## src/verilog/intc_pkg.sv

```systemverilog
package intc_pkg;

  // Register addresses on the processor I/O space.
  localparam logic [7:0] ADDR_GEN_MASK = 8'hE0;
  localparam logic [7:0] ADDR_BLK_MASK = 8'hE1;
  localparam logic [7:0] ADDR_VECTOR = 8'hE2;

  // Reset values of the stored registers.
  localparam logic [7:0] MASK_RST = 8'h00;
  localparam logic [7:0] FLAGS_RST = 8'h00;

  // Number of interrupt sources.
  localparam int NUM_SRC = 15;

  // Global enable bit inside the flag register.
  localparam int IE_BIT = 0;

  // Bit positions inside the general mask register.
  localparam int GEN_SUPPLY = 0;
  localparam int GEN_COL0 = 1;
  localparam int GEN_GPIO = 5;
  localparam int GEN_SLEEP = 6;

  // Source index of each group; priority number is index plus one.
  localparam int SRC_SUPPLY = 0;
  localparam int SRC_BLK0 = 1;
  localparam int SRC_COL0 = 9;
  localparam int SRC_GPIO = 13;
  localparam int SRC_SLEEP = 14;

  // Number of GPIO pins feeding the shared group source.
  localparam int GPIO_PINS = 8;

  // Length of the automatic call and its steps, in processor cycles.
  localparam logic [3:0] ACK_CALL_CYCLES = 4'hD;
  localparam logic [3:0] STEP_PUSH_PC_HI = 4'h1;
  localparam logic [3:0] STEP_PUSH_PC_LO = 4'h2;
  localparam logic [3:0] STEP_PUSH_FLAGS = 4'h3;

  // Register bus request from the processor.
  typedef struct packed {
    logic [7:0] addr;
    logic wr;
    logic rd;
    logic [7:0] wdata;
  } io_req_t;

  // One byte pushed onto the program stack.
  typedef struct packed {
    logic valid;
    logic [7:0] data;
  } stack_push_t;

endpackage

```

## src/verilog/priority_interrupt_controller.sv

```systemverilog
`timescale 1ns/1ps

module priority_interrupt_controller
(
  // Clock and reset.
  input wire logic i_sys_clk,
  input wire logic i_rst,
  // Register bus from the processor.
  input wire intc_pkg::io_req_t i_io,
  output logic [7:0] o_io_rdata,
  // Interrupt events from the peripherals, one-cycle pulses.
  input wire logic [14:0] i_src_event,
  // GPIO pin events with their enables and edge types.
  input wire logic [7:0] i_gpio_pin_event,
  input wire logic [7:0] i_gpio_pin_en,
  input wire logic [15:0] i_gpio_edge_type,
  // Processor flag register access.
  input wire logic i_flag_wr,
  input wire logic [7:0] i_flag_wdata,
  input wire logic i_return_from_interrupt,
  input wire logic [7:0] i_return_from_interrupt_flags,
  output logic [7:0] o_flags,
  // Acknowledge handshake with the core.
  input wire logic i_ack_take,
  input wire logic [15:0] i_program_counter_register,
  output logic o_irq,
  output logic o_ack_busy,
  output intc_pkg::stack_push_t o_stack,
  output logic o_pc_load,
  output logic [15:0] o_pc_vector
);

  ////////////////////////////////////////////////////////////////
  // Helpers.
  // Priority number of the lowest set bit, zero if none.
  function automatic logic [3:0] pick(input logic [14:0] r);
    pick = 4'h0;
    for (int i = intc_pkg::NUM_SRC - 1; i >= 0; i--)
    begin
      if (r[i])
      begin
        pick = 4'(i + 1);
      end
    end
  endfunction

  // Table address of a priority number, four bytes per entry.
  function automatic logic [15:0] vec_addr(input logic [3:0] p);
    vec_addr = {10'h000, p, 2'b00};
  endfunction

  ////////////////////////////////////////////////////////////////
  // State.
  // Pending flags, one per source.
  logic [14:0] pend_q, pend_d;
  // General and block mask registers.
  logic [7:0] gen_q, gen_d, blk_q, blk_d;
  // Flag register holding the global enable.
  logic [7:0] flags_q, flags_d;
  // Registered read data.
  logic [7:0] rdata_q, rdata_d;
  // Request line to the core.
  logic irq_q, irq_d;
  // Priority number latched at acknowledge.
  logic [3:0] sel_q, sel_d;
  // Program counter saved at acknowledge.
  logic [15:0] pcsave_q, pcsave_d;
  // Stack push, PC load and vector outputs.
  intc_pkg::stack_push_t push_q, push_d;
  logic pcl_q, pcl_d;
  logic [15:0] vec_q, vec_d;
  // Combined events, enable map, selection and its table address.
  logic [14:0] ev, en, clr;
  logic gpio_hit, start, ie;
  logic [3:0] take_prio, top_prio;
  logic [15:0] top_vec;
  // Sequencer state.
  logic [3:0] cnt;
  logic busy;

  ////////////////////////////////////////////////////////////////
  // Acknowledge sequencer.
  intc_ack_seq u_seq
  (
    .i_sys_clk(i_sys_clk),
    .i_rst(i_rst),
    .i_start(start),
    .o_cnt(cnt),
    .o_busy(busy)
  );

  ////////////////////////////////////////////////////////////////
  // Event gathering, enable map and priority selection.
  always_comb
  begin
    // A pin counts only with its enable set and a nonzero edge type.
    gpio_hit = 1'b0;
    for (int p = 0; p < intc_pkg::GPIO_PINS; p++)
    begin
      if (i_gpio_pin_event[p] && i_gpio_pin_en[p] && (i_gpio_edge_type[2*p +: 2] != 2'b00))
      begin
        gpio_hit = 1'b1;
      end
    end
    ev = i_src_event;
    ev[intc_pkg::SRC_GPIO] = gpio_hit;
    // Map mask bits onto sources in priority order.
    en[intc_pkg::SRC_SUPPLY] = gen_q[intc_pkg::GEN_SUPPLY];
    en[intc_pkg::SRC_BLK0 +: 8] = blk_q;
    en[intc_pkg::SRC_COL0 +: 4] = gen_q[intc_pkg::GEN_COL0 +: 4];
    en[intc_pkg::SRC_GPIO] = gen_q[intc_pkg::GEN_GPIO];
    en[intc_pkg::SRC_SLEEP] = gen_q[intc_pkg::GEN_SLEEP];
    ie = flags_q[intc_pkg::IE_BIT];
    // Lowest number wins among enabled pending sources.
    take_prio = pick(pend_q & en);
    top_prio = take_prio;
    top_vec = vec_addr(top_prio);
    start = i_ack_take && !busy;
  end

  ////////////////////////////////////////////////////////////////
  // Pending flags: set wins over every clear.
  always_comb
  begin
    clr = 15'h0000;
    if (i_io.wr && i_io.addr == intc_pkg::ADDR_VECTOR)
    begin
      // Any vector write drops every pending flag.
      clr = '1;
    end
    else if (start && take_prio != 4'h0)
    begin
      // Only the source being serviced is dropped.
      clr[take_prio - 4'h1] = 1'b1;
    end
    pend_d = (pend_q & ~clr) | ev;
  end

  // Pending register.
  always_ff @(posedge i_sys_clk)
  begin
    if (i_rst)
    begin
      pend_q <= 15'h0000;
    end
    else
    begin
      pend_q <= pend_d;
    end
  end

  ////////////////////////////////////////////////////////////////
  // Mask registers and read data.
  always_comb
  begin
    gen_d = gen_q;
    blk_d = blk_q;
    rdata_d = rdata_q;
    if (i_io.wr && i_io.addr == intc_pkg::ADDR_GEN_MASK)
    begin
      gen_d = i_io.wdata;
    end
    if (i_io.wr && i_io.addr == intc_pkg::ADDR_BLK_MASK)
    begin
      blk_d = i_io.wdata;
    end
    if (i_io.rd)
    begin
      case (i_io.addr)
        intc_pkg::ADDR_GEN_MASK: rdata_d = gen_q;
        intc_pkg::ADDR_BLK_MASK: rdata_d = blk_q;
        // Vector of the top enabled pending source.
        intc_pkg::ADDR_VECTOR: rdata_d = top_vec[7:0];
        default: rdata_d = 8'h00;
      endcase
    end
  end

  // Mask and read data registers, masks cleared by reset.
  always_ff @(posedge i_sys_clk)
  begin
    if (i_rst)
    begin
      gen_q <= intc_pkg::MASK_RST;
      blk_q <= intc_pkg::MASK_RST;
      rdata_q <= 8'h00;
    end
    else
    begin
      gen_q <= gen_d;
      blk_q <= blk_d;
      rdata_q <= rdata_d;
    end
  end

  ////////////////////////////////////////////////////////////////
  // Flag register: the call clear beats return and software.
  always_comb
  begin
    flags_d = flags_q;
    if (busy && cnt == intc_pkg::STEP_PUSH_FLAGS)
    begin
      // Stacked this cycle, so clearing now keeps the old copy.
      flags_d = 8'h00;
    end
    else if (i_return_from_interrupt)
    begin
      flags_d = i_return_from_interrupt_flags;
    end
    else if (i_flag_wr)
    begin
      // Setting the enable inside a handler re-arms requests.
      flags_d = i_flag_wdata;
    end
  end

  // Flag register, global enable off after reset.
  always_ff @(posedge i_sys_clk)
  begin
    if (i_rst)
    begin
      flags_q <= intc_pkg::FLAGS_RST;
    end
    else
    begin
      flags_q <= flags_d;
    end
  end

  ////////////////////////////////////////////////////////////////
  // Request line and acknowledge call.
  always_comb
  begin
    // No new request while a call is being made.
    irq_d = (|(pend_q & en)) && ie && !busy;
    sel_d = sel_q;
    pcsave_d = pcsave_q;
    push_d = '0;
    pcl_d = 1'b0;
    vec_d = vec_q;
    if (start)
    begin
      // Zero here means the request vanished; vector is 0000h.
      sel_d = take_prio;
      pcsave_d = i_program_counter_register;
    end
    if (busy)
    begin
      case (cnt)
        intc_pkg::STEP_PUSH_PC_HI: push_d = '{1'b1, pcsave_q[15:8]};
        intc_pkg::STEP_PUSH_PC_LO: push_d = '{1'b1, pcsave_q[7:0]};
        intc_pkg::STEP_PUSH_FLAGS: push_d = '{1'b1, flags_q};
        intc_pkg::ACK_CALL_CYCLES:
        begin
          // Last step of the call jumps into the table.
          pcl_d = 1'b1;
          vec_d = vec_addr(sel_q);
        end
        default: push_d = '0;
      endcase
    end
  end

  // Request and call registers.
  always_ff @(posedge i_sys_clk)
  begin
    if (i_rst)
    begin
      irq_q <= 1'b0;
      sel_q <= 4'h0;
      pcsave_q <= 16'h0000;
      push_q <= '0;
      pcl_q <= 1'b0;
      vec_q <= 16'h0000;
    end
    else
    begin
      irq_q <= irq_d;
      sel_q <= sel_d;
      pcsave_q <= pcsave_d;
      push_q <= push_d;
      pcl_q <= pcl_d;
      vec_q <= vec_d;
    end
  end

  // Outputs come straight from registers.
  assign o_io_rdata = rdata_q;
  assign o_flags = flags_q;
  assign o_irq = irq_q;
  assign o_ack_busy = busy;
  assign o_stack = push_q;
  assign o_pc_load = pcl_q;
  assign o_pc_vector = vec_q;
endmodule

```

## src/verilog/intc_ack_seq.sv

```systemverilog
`timescale 1ns/1ps

// Counts the steps of the automatic call made on acknowledge.
module intc_ack_seq
(
  // Clock and reset.
  input wire logic i_sys_clk,
  input wire logic i_rst,
  // Start of an acknowledge.
  input wire logic i_start,
  // Step count and busy level.
  output logic [3:0] o_cnt,
  output logic o_busy
);

  // Current step, zero when idle.
  logic [3:0] cnt_q;
  logic [3:0] cnt_d;
  // Busy flag, high for the whole call.
  logic busy_q;
  logic busy_d;

  ////////////////////////////////////////////////////////////////
  // Next step: start at one, run to the last step, then idle.
  always_comb
  begin
    cnt_d = cnt_q;
    busy_d = busy_q;
    if (i_start && !busy_q)
    begin
      cnt_d = 4'h1;
      busy_d = 1'b1;
    end
    else if (busy_q)
    begin
      // The last step ends the call.
      if (cnt_q == intc_pkg::ACK_CALL_CYCLES)
      begin
        cnt_d = 4'h0;
        busy_d = 1'b0;
      end
      else
      begin
        cnt_d = cnt_q + 4'h1;
      end
    end
  end

  // Registers of the sequencer.
  always_ff @(posedge i_sys_clk)
  begin
    if (i_rst)
    begin
      cnt_q <= 4'h0;
      busy_q <= 1'b0;
    end
    else
    begin
      cnt_q <= cnt_d;
      busy_q <= busy_d;
    end
  end

  assign o_cnt = cnt_q;
  assign o_busy = busy_q;

endmodule

```

## config.mk

```make
export PLATFORM = sky130hd
export DESIGN_NAME = priority_interrupt_controller
export DESIGN_NICKNAME = d
export VERILOG_FILES = /design/src/verilog/intc_pkg.sv /design/src/verilog/priority_interrupt_controller.sv /design/src/verilog/intc_ack_seq.sv
export SDC_FILE = /design/constraint.sdc
export NUM_CORES = 1
export LEC_CHECK = 0
export CORE_UTILIZATION = 30
export DETAILED_ROUTE_END_ITERATION = 16
export DONT_BUFFER_PORTS = 1
export PLACE_DENSITY_LB_ADDON = 0.12
export SETUP_SLACK_MARGIN = 0.3
export SLEW_MARGIN = 20
export SYNTH_ARGS = -nofsm -noshare
export SYNTH_HDL_FRONTEND = slang
export SYNTH_SLANG_ARGS = --single-unit
```

## constraint.sdc

```tcl
create_clock -name i_sys_clk -period 1.65 [get_ports i_sys_clk]
set_clock_uncertainty 0.1 [all_clocks]
set_input_delay 0.165 -clock i_sys_clk [delete_from_list [all_inputs] [get_ports i_sys_clk]]
set_output_delay 0.165 -clock i_sys_clk [all_outputs]
set_load 0.05 [all_outputs]
```

==> flow_summary.toml, run 1 <==
[run_status]
status = "finished with violations"
failed_checks = "hold timing, setup timing"

[timing]
rsz0062_at_grt = "yes"
worst_pin_slew_ps = 502
holdWs_ps = -213
fin_ws_ps = -319
period_needed_ps = 1970
setup_viol = 19
timing.slew.headroom_pct = 66.5
maxSlewViolCount = 0
finalCritPeriodShare_pct = 119
fin_tns_setup_ps = -3250
timing.fmax_ghz = 0.508
hold_violations = 71

[die]
pin_count = 146
start_util_pct = 31.3
dieHeight_um = 118
die_w_um = 118
core-area_mm2 = 0.0129
die-area_mm2 = 0.0139
rows = 41

[detailed_routing]
drtAntennaViolNets = 0
routed_via_density = 5.11
wl_per_cell_um = 17.5
drt_pass1_iterations = 6
drt_wl_total_mm = 13.1
drtIter0Drc = 182
route.detailed.drc = 0
vias = 3818

[place]
post-place-cells = 710
place_area_mm2 = 0.00486
dp_hpwl_mm = 9.59
routabilityCongestion = 0.879
portBuffers = 0
dp_slack_ps = -262

[clock_network]
clk_latency_ps = 350
tritoncts = "yes"
cts_max_path_buffers = 2
hold_buffers = 9
cts.clk_slew.worst_paths_ps = 70
cts_made_buffers = 9
h-tree-depth = 3
clock-root-buffer = "clkbuf_16"
cts_sinks = 87

[yosys]
avgSynthCellArea_um2 = 8.50
ys_ff_latch = 87
syn_area_mm2 = 0.00403
synth-edff-count = 0
ys_types = 50
synth_area_leaders = "dfxtp_1 43%, mux2i_1 9.4%, nor2_1 6.6%"
synth_area_leader_cell = "dfxtp_1"
synth_cells = 474
seq_area_frac_synth_pct = 43.2
synthFlopType = "dfxtp_1"
async_reset_ff_share_pct = 0
yosysWarnings = 0
synth_top_area_share_pct = 43.2
synth_commonest_cells = "87 x dfxtp_1, 71 x nor2_1, 58 x nand2_1"
synth_most_common_cell = "dfxtp_1"

[global_routing]
track_usage_pct = 18.6
grt_remaining_overflow = 0
grt_max_degree = 73
antenna_found_initial = 0
grt_pass1_wl_mm = 20.1
grt_pass1_vias = 3735

[run]
cap_violations = 0

[setup_path]
crit_start = "pend_q[8]$_SDFF_PP0_"
critPathMaxFanout = 3
arrival_ps = 2090
start_kind = "register"
critical_path_required_ps = 1770
critPathKind = "reg2reg"
reg2reg_from = "pend_q[8]$_SDFF_PP0_"
endpoint_kind = "register"

[pwr]
cellPowerDensity_mw_per_mm2 = 855
max-vdd-ir-drop_mv = 0.616
cellLeakagePower_nw = 2.24

[min_path]
hold_start = "i_rst"
hp-class = "in2reg"

[cells_and_area]
layout-drive-gt1-share_pct = 34.6
final_nets = 672
diodes = 0
instances_no_fill = 747
syn2layout_area_growth_pct = 43.0
postLayoutCellArea_mm2 = 0.00576
==> layer usage <==
| layer | GRT usage, % | wire, µm | up-vias | part of all wire (%) |
|---|---|---|---|---|
| li1 | - | - | 1880 | - |
| met5 | 0 | 0 | - | 0 |
| met3 | 6.20 | 730 | 15 | 5.6 |
| met2 | 32.9 | 6670 | 103 | 51 |
| met4 | 4.97 | 180 | 0 | 1.4 |
| met1 | 21.4 | 5520 | 1820 | 42 |
==> timing repair <==
action	CTS	global route
gates resized for setup	40	59
setup buffers	7	4
gates cloned	0	1
pin swaps	17	27
hold endpoints to repair	78	78
setup endpoints to repair	63	37
==> metrics by stage <==
stage	hold WS (ps)	util (%)	total power [mW]
2_1_floorplan	183	-	2.66
3_3_place_gp	146	37.7	2.73
3_5_place_dp	146	37.7	2.73
4_1_cts	-228	42.5	4.94
5_1_grt	-236	44.8	5.10
6_report	-213	44.8	4.93
==> where the power goes <==
group	leakage (nW)	internal [mW]	switching (mW)	total [mW]
registers	0.715	2.17	0.0589	2.23
clock network	0.156	1.27	0.891	2.16
logic	1.37	0.228	0.314	0.542
==> cells by family (layout without fill, tap and decap cells) <==
kind of cell	count (synthesis)	after routing	synth area share, %
other	1	12	0.0931
flip-flops	87	87	43.2
AND/OR/NAND/NOR	175	175	19.5
multiplexers	46	46	11.7
buffers and inverters	42	132	5.06
AO/OA/AOI/OAI	123	123	20.4
==> final timing paths <==
kind	end	slack [ps]	cells past startpoint
hold reg to reg	pcsave_q[0]$_SDFFE_PP0P_	360	2
hold / removal	pend_q[8]$_SDFF_PP0_	-210	1
setup reg to reg	pend_q[9]$_SDFF_PP0_	-320	6
setup / recovery	pend_q[9]$_SDFF_PP0_	-320	6
==> layout make-up <==
type | count | area, µm²
fill | 1278 | 7110
inverter | 6 | 22.5
clock buffer | 11 | 253
multi-input combinational | 356 | 2520
clock inverter | 5 | 65.1
tap | 172 | 215
timing repair buffer | 110 | 923
sequential | 87 | 1760
==> sequential cells by signal, summed over array words and instances (netlist names) <==
register      cells
o_stack           9
o_irq             1
pend_q           15
o_io_rdata        8
o_flags           8
o_pc_load         1
u_seq.o_cnt       4
sel_q             4
u_seq.o_busy      1
o_pc_vector       4
blk_q             8
gen_q             8
pcsave_q         16
==> placed cells by master (no fill, tap or decap), drive strengths merged, types with 4 or more instances in the layout <==
cell type    count
nand2           58
dlygate4sd3      9
clkbuf          11
conb            12
o211ai          13
o21ai            5
a21oi           50
mux2i           38
nor2            72
a22oi           15
nor3             9
inv              6
buf            101
and2             5
nand3           10
a211oi          11
nor2b            4
a31oi            5
mux2             8
dfxtp           87
clkinv           4
==> worst max-delay path, stage by stage, from the launching register on <==
cell      delay [ps]
dfxtp_2          320
a22o_1           260
a222oi_1         390
and2_4           240
a21o_4           130
mux2i_4          280
a311oi_1         120
(Power assumes the default switching activity.)
==> run 2: changes to the inputs <==
Settings changed: BUFFER_PORTS_ARGS set to -buffer_cell sky130_fd_sc_hd__buf_2, DONT_BUFFER_PORTS 1 to not set.
==> flow_summary.toml, run 2 (synthesis gave the netlist of run 1 again) <==
[run_status]
status = "finished with violations"
failed_checks = "setup timing"

[detailed_routing]
drtIter0Drc = 195
vias = 4394
routed_via_density = 4.88
wl_per_cell_um = 15.8
drt_pass1_iterations = 4
drtAntennaViolNets = 0
drt_wl_total_mm = 14.2
route.detailed.drc = 0

[pwr]
cellPowerDensity_mw_per_mm2 = 785
cellLeakagePower_nw = 2.97
max-vdd-ir-drop_mv = 0.485

[timing]
hold_violations = 0
rsz0062_at_grt = "yes"
fin_ws_ps = -273
timing.fmax_ghz = 0.520
holdWs_ps = 4.56
maxSlewViolCount = 0
period_needed_ps = 1920
setup_viol = 19
finalCritPeriodShare_pct = 117

[clock_network]
clk_latency_ps = 350
clock-root-buffer = "clkbuf_16"
cts_sinks = 87
h-tree-depth = 3
tritoncts = "yes"
cts.clk_slew.worst_paths_ps = 70
cts_max_path_buffers = 2
cts_made_buffers = 9

[global_routing]
antenna_found_initial = 0
grt_pass1_vias = 4447
grt_max_degree = 72
grt_remaining_overflow = 0
grt_pass1_wl_mm = 22.3
track_usage_pct = 20.1

[setup_path]
arrival_ps = 2040
cpMaxStageDelayCell = "a222oi_1"
critPathKind = "reg2reg"
cpPeakStageDelay_ps = 360
critical_path_required_ps = 1770
crit_chain = "a22o_1 -> a222oi_1 -> and2_4 -> o211ai_1 -> buf_4 -> nor3_1 -> a211oi_1"
critPathMaxFanout = 4
start_kind = "register"
endpoint_kind = "register"

[cells_and_area]
nFillCells = 1213
fin_util_pct = 53.4
layout-drive-gt1-share_pct = 47.9
syn2layout_area_growth_pct = 70.6
final_common_cell = "buf_2"
diodes = 0
regMostFlops = "pcsave_q"
final_nets = 826
largest_reg_flops = 16
layout_common_cells = "128 x buf_2, 72 x dfxtp_1, 72 x buf_4"

[die]
start_util_pct = 31.3
die-area_mm2 = 0.0139
core-area_mm2 = 0.0129
rows = 41
die_w_um = 118
pin_count = 146
dieHeight_um = 118

[min_path]
hp-class = "in2reg"

[place]
portBuffers = 132
routabilityCongestion = 0.851
dp_slack_ps = -235
dp_hpwl_mm = 10.1

[run]
cap_violations = 0
run 2: cell count changes in the layout (fill, tap and decap cells not counted), sizes merged:
cell,previous run,this run
inv,6,8
dlygate4sd3,9,39
bufinv,1,2
o21ai,5,6
buf,101,223
clkbuf,11,10
clkinv,4,3
run 2: metrics by stage:
| stage | total power [mW] | cell area, µm² | std cells | setup TNS [ps] |
|---|---|---|---|---|
| after floorplan | 2.66 | 4190 | 485 | -228 |
| after global placement | 2.90 | 5410 | 824 | -2590 |
| after detailed placement | 2.91 | 5410 | 824 | -2760 |
| after CTS | 5.35 | 6470 | 889 | -2350 |
| after global routing | 5.61 | 6870 | 901 | -4420 |
| final | 5.40 | 6870 | 901 | -2890 |
run 2: where the power goes:
group | internal, mW | switching [mW]
combinational | 0.402 | 0.451
sequential | 2.17 | 0.0647
clock | 1.36 | 0.947
run 2: critical path, delay by kind of cell (launching register included):
kind | cells | cell delay [ps]
buffers and inverters | 1 | 160
AO/OA/AOI/OAI | 4 | 780
AND/OR/NAND/NOR | 2 | 400
flip-flops | 1 | 350
run 2: worst paths after layout:
| kind | from | to | slack, ps | depth (start not counted) |
|---|---|---|---|---|
| worst min-delay path | i_io[6] | gen_q[6]$_SDFFE_PP0P_ | 5 | 3 |
| worst max register to register | pend_q[7]$_SDFF_PP0_ | pend_q[5]$_SDFF_PP0_ | -270 | 7 |
| worst max-delay path | pend_q[7]$_SDFF_PP0_ | pend_q[5]$_SDFF_PP0_ | -270 | 7 |
| worst min register to register | pcsave_q[2]$_SDFFE_PP0P_ | pcsave_q[2]$_SDFFE_PP0P_ | 360 | 2 |
run 2: what timing repair did:
action | 4_1_cts | 5_1_grt
buffers inserted | 9 | 11
gates cloned | 1 | 1
setup endpoints to repair | 63 | 48
pin swaps | 26 | 42
hold endpoints to repair | 42 | 0
hold buffers | 39 | 0
gates resized for setup | 60 | 76
run 2: final cells by class:
cell class                      instances  area, µm²  share of cell area (%)
Clock inverter                          7        114                    1.66
Inverter                                6       22.5                   0.328
Timing Repair Buffer                  263       1900                    27.6
Sequential cell                        87       1770                    25.8
Tap cell                              172        215                    3.13
Clock buffer                            9        225                    3.28
Multi-Input combinational cell        357       2630                    38.3
run 2: metal layers:
layer	up-vias	part of all wire [%]	global-route usage [%]	wire length, µm
met1	2072	45	24.2	6330
met5	-	0	0	0
li1	2194	-	-	-
met4	0	1.6	5.21	231
met2	113	50	35.8	7080
met3	15	4.0	4.46	563
==> run 3: changes to the inputs <==
Settings changed: RECOVER_POWER set to 25.
==> flow_summary.toml, run 3 (synthesis gave the netlist of run 1 again) <==
[clock_network]
clock-root-buffer = "clkbuf_16"
cts.clk_slew.worst_paths_ps = 70
h-tree-depth = 3
cts_sinks = 87
tritoncts = "yes"
clk_latency_ps = 350
cts_made_buffers = 9
cts_max_path_buffers = 2

[detailed_routing]
wl_per_cell_um = 15.7
vias = 4359
route.detailed.drc = 0
drtIter0Drc = 190
drt_pass1_iterations = 4
drt_wl_total_mm = 14.2
drtAntennaViolNets = 0
routed_via_density = 4.84

[place]
routabilityCongestion = 0.851
portBuffers = 132
dp_hpwl_mm = 10.1
post-place-cells = 824

[global_routing]
track_usage_pct = 20.1
grt_remaining_overflow = 0
grt_max_degree = 72
antenna_found_initial = 0
grt_pass1_wl_mm = 22.3
grt_pass1_vias = 4447

[pwr]
power_frac_seq_pct = 41.4
p_total_mw = 5.39
cellPowerDensity_mw_per_mm2 = 790
p_int_mw = 3.93
p_comb_share_pct = 15.7
switching_power_mw = 1.46
cellLeakagePower_nw = 2.90
p_sw_share_pct = 27.1
power_frac_clock_pct = 42.8
max-vdd-ir-drop_mv = 0.481

[timing]
fin_tns_setup_ps = -2830
maxSlewViolCount = 0
period_needed_ps = 1910
setup_viol = 26
fin_ws_ps = -261
timing.fmax_ghz = 0.523
timing.slew.headroom_pct = 55.4
finalCritPeriodShare_pct = 116
hold_violations = 0
worst_pin_slew_ps = 673
rsz0062_at_grt = "yes"

[setup_path]
critPathKind = "reg2reg"
reg2reg_from = "pend_q[7]$_SDFF_PP0_"
cp-endpoint = "pend_q[5]$_SDFF_PP0_"
cpPeakStageDelay_ps = 350
critical_path_required_ps = 1770
path_buf_inv = 1
arrival_ps = 2030
cp_top_family = "compound AO/OA/AOI/OAI gates"
crit_chain = "a22o_1 -> a222oi_1 -> and2_4 -> o211ai_1 -> buf_4 -> nor3_1 -> a211oi_1"
r2r_setup_slack_ps = -260
cpMaxStageDelayCell = "dfxtp_2"
critPathMaxFanout = 4
r2r_cells = 7
path_depth = 7
r2r-end = "pend_q[5]$_SDFF_PP0_"
crit_start = "pend_q[7]$_SDFF_PP0_"
endpoint_kind = "register"
start_kind = "register"

[cells_and_area]
largest_reg_flops = 16
regMostFlops = "pcsave_q"
layout-drive-gt1-share_pct = 45.1
diodes = 0
nFillCells = 1230
instances_no_fill = 901
final_nets = 826
layout_common_cells = "112 x buf_2, 74 x dfxtp_1, 72 x buf_4"
syn2layout_area_growth_pct = 69.4
final_common_cell = "buf_2"

[die]
die-area_mm2 = 0.0139
dieHeight_um = 118
core-area_mm2 = 0.0129
pin_count = 146
die_w_um = 118
start_util_pct = 31.3
rows = 41

[run_status]
failed_checks = "setup timing"
status = "finished with violations"

[run]
cap_violations = 0

[min_path]
hold_start = "i_io[6]"
hp-class = "in2reg"
-- run 3: worst reg2reg max path, cell delays in order, from the launching register on --
cell and delay, ps:
dfxtp_2 350, a22o_1 210, a222oi_1 340, and2_4 240, o211ai_1 120, buf_4 160
nor3_1 160, a211oi_1 90
-- run 3: metal layers --
metal	part of all wire (%)	vias up	track usage, %
met4	1.6	0	5.21
met3	4.3	14	4.46
met2	50	106	35.8
met5	0	-	0
met1	44	2039	24.2
li1	-	2200	-
-- run 3: cell type report --
cell class	count	area, µm²	area share, %
timing repair buffer	263	1880	27.5
sequential	87	1760	25.8
clock buffer	9	225	3.30
tap	172	215	3.15
inverter	6	22.5	0.330
multi-input combinational	357	2610	38.2
clock inverter	7	114	1.67
-- run 3: stage by stage --
step | worst slack, ps | cell area, µm² | hold WS, ps | utilization, %
after CTS | -220 | 6470 | 0.926 | 50.3
after floorplan | -57.1 | 4190 | 183 | -
after global routing | -321 | 6830 | 27.0 | 53.0
after detailed placement | -235 | 5410 | 290 | 42.0
after global placement | -234 | 5410 | 290 | 42.0
final | -261 | 6830 | 5.66 | 53.0
-- run 3: worst min path at each step --
stage / slack [ps] / to / depth (start not counted)
3_3_place_gp: 290 / pend_q[1]$_SDFF_PP0_ / 3
3_5_place_dp: 290 / pend_q[1]$_SDFF_PP0_ / 3
5_1_grt: 30 / pend_q[8]$_SDFF_PP0_ / 3
2_1_floorplan: 180 / pend_q[0]$_SDFF_PP0_ / 2
6_report: 6 / gen_q[6]$_SDFFE_PP0P_ / 3
4_1_cts: 0.9 / gen_q[6]$_SDFFE_PP0P_ / 3
-- run 3: timing repair --
action                     4_1_cts  5_1_grt
hold endpoints to repair        42        0
buffers inserted                 9       11
setup endpoints to repair       63       48
pin swaps                       26       42
resized for setup               60       76
cloned                           1        1
hold buffers                    39        0
-- run 3: power by group through the flow --
stage	clock [mW]	combinational [mW]	sequential (mW)
after floorplan	0	0.343	2.31
after global placement	0	0.627	2.27
after detailed placement	0	0.635	2.27
after CTS	2.36	0.763	2.23
after global routing	2.45	0.912	2.24
final	2.31	0.849	2.23
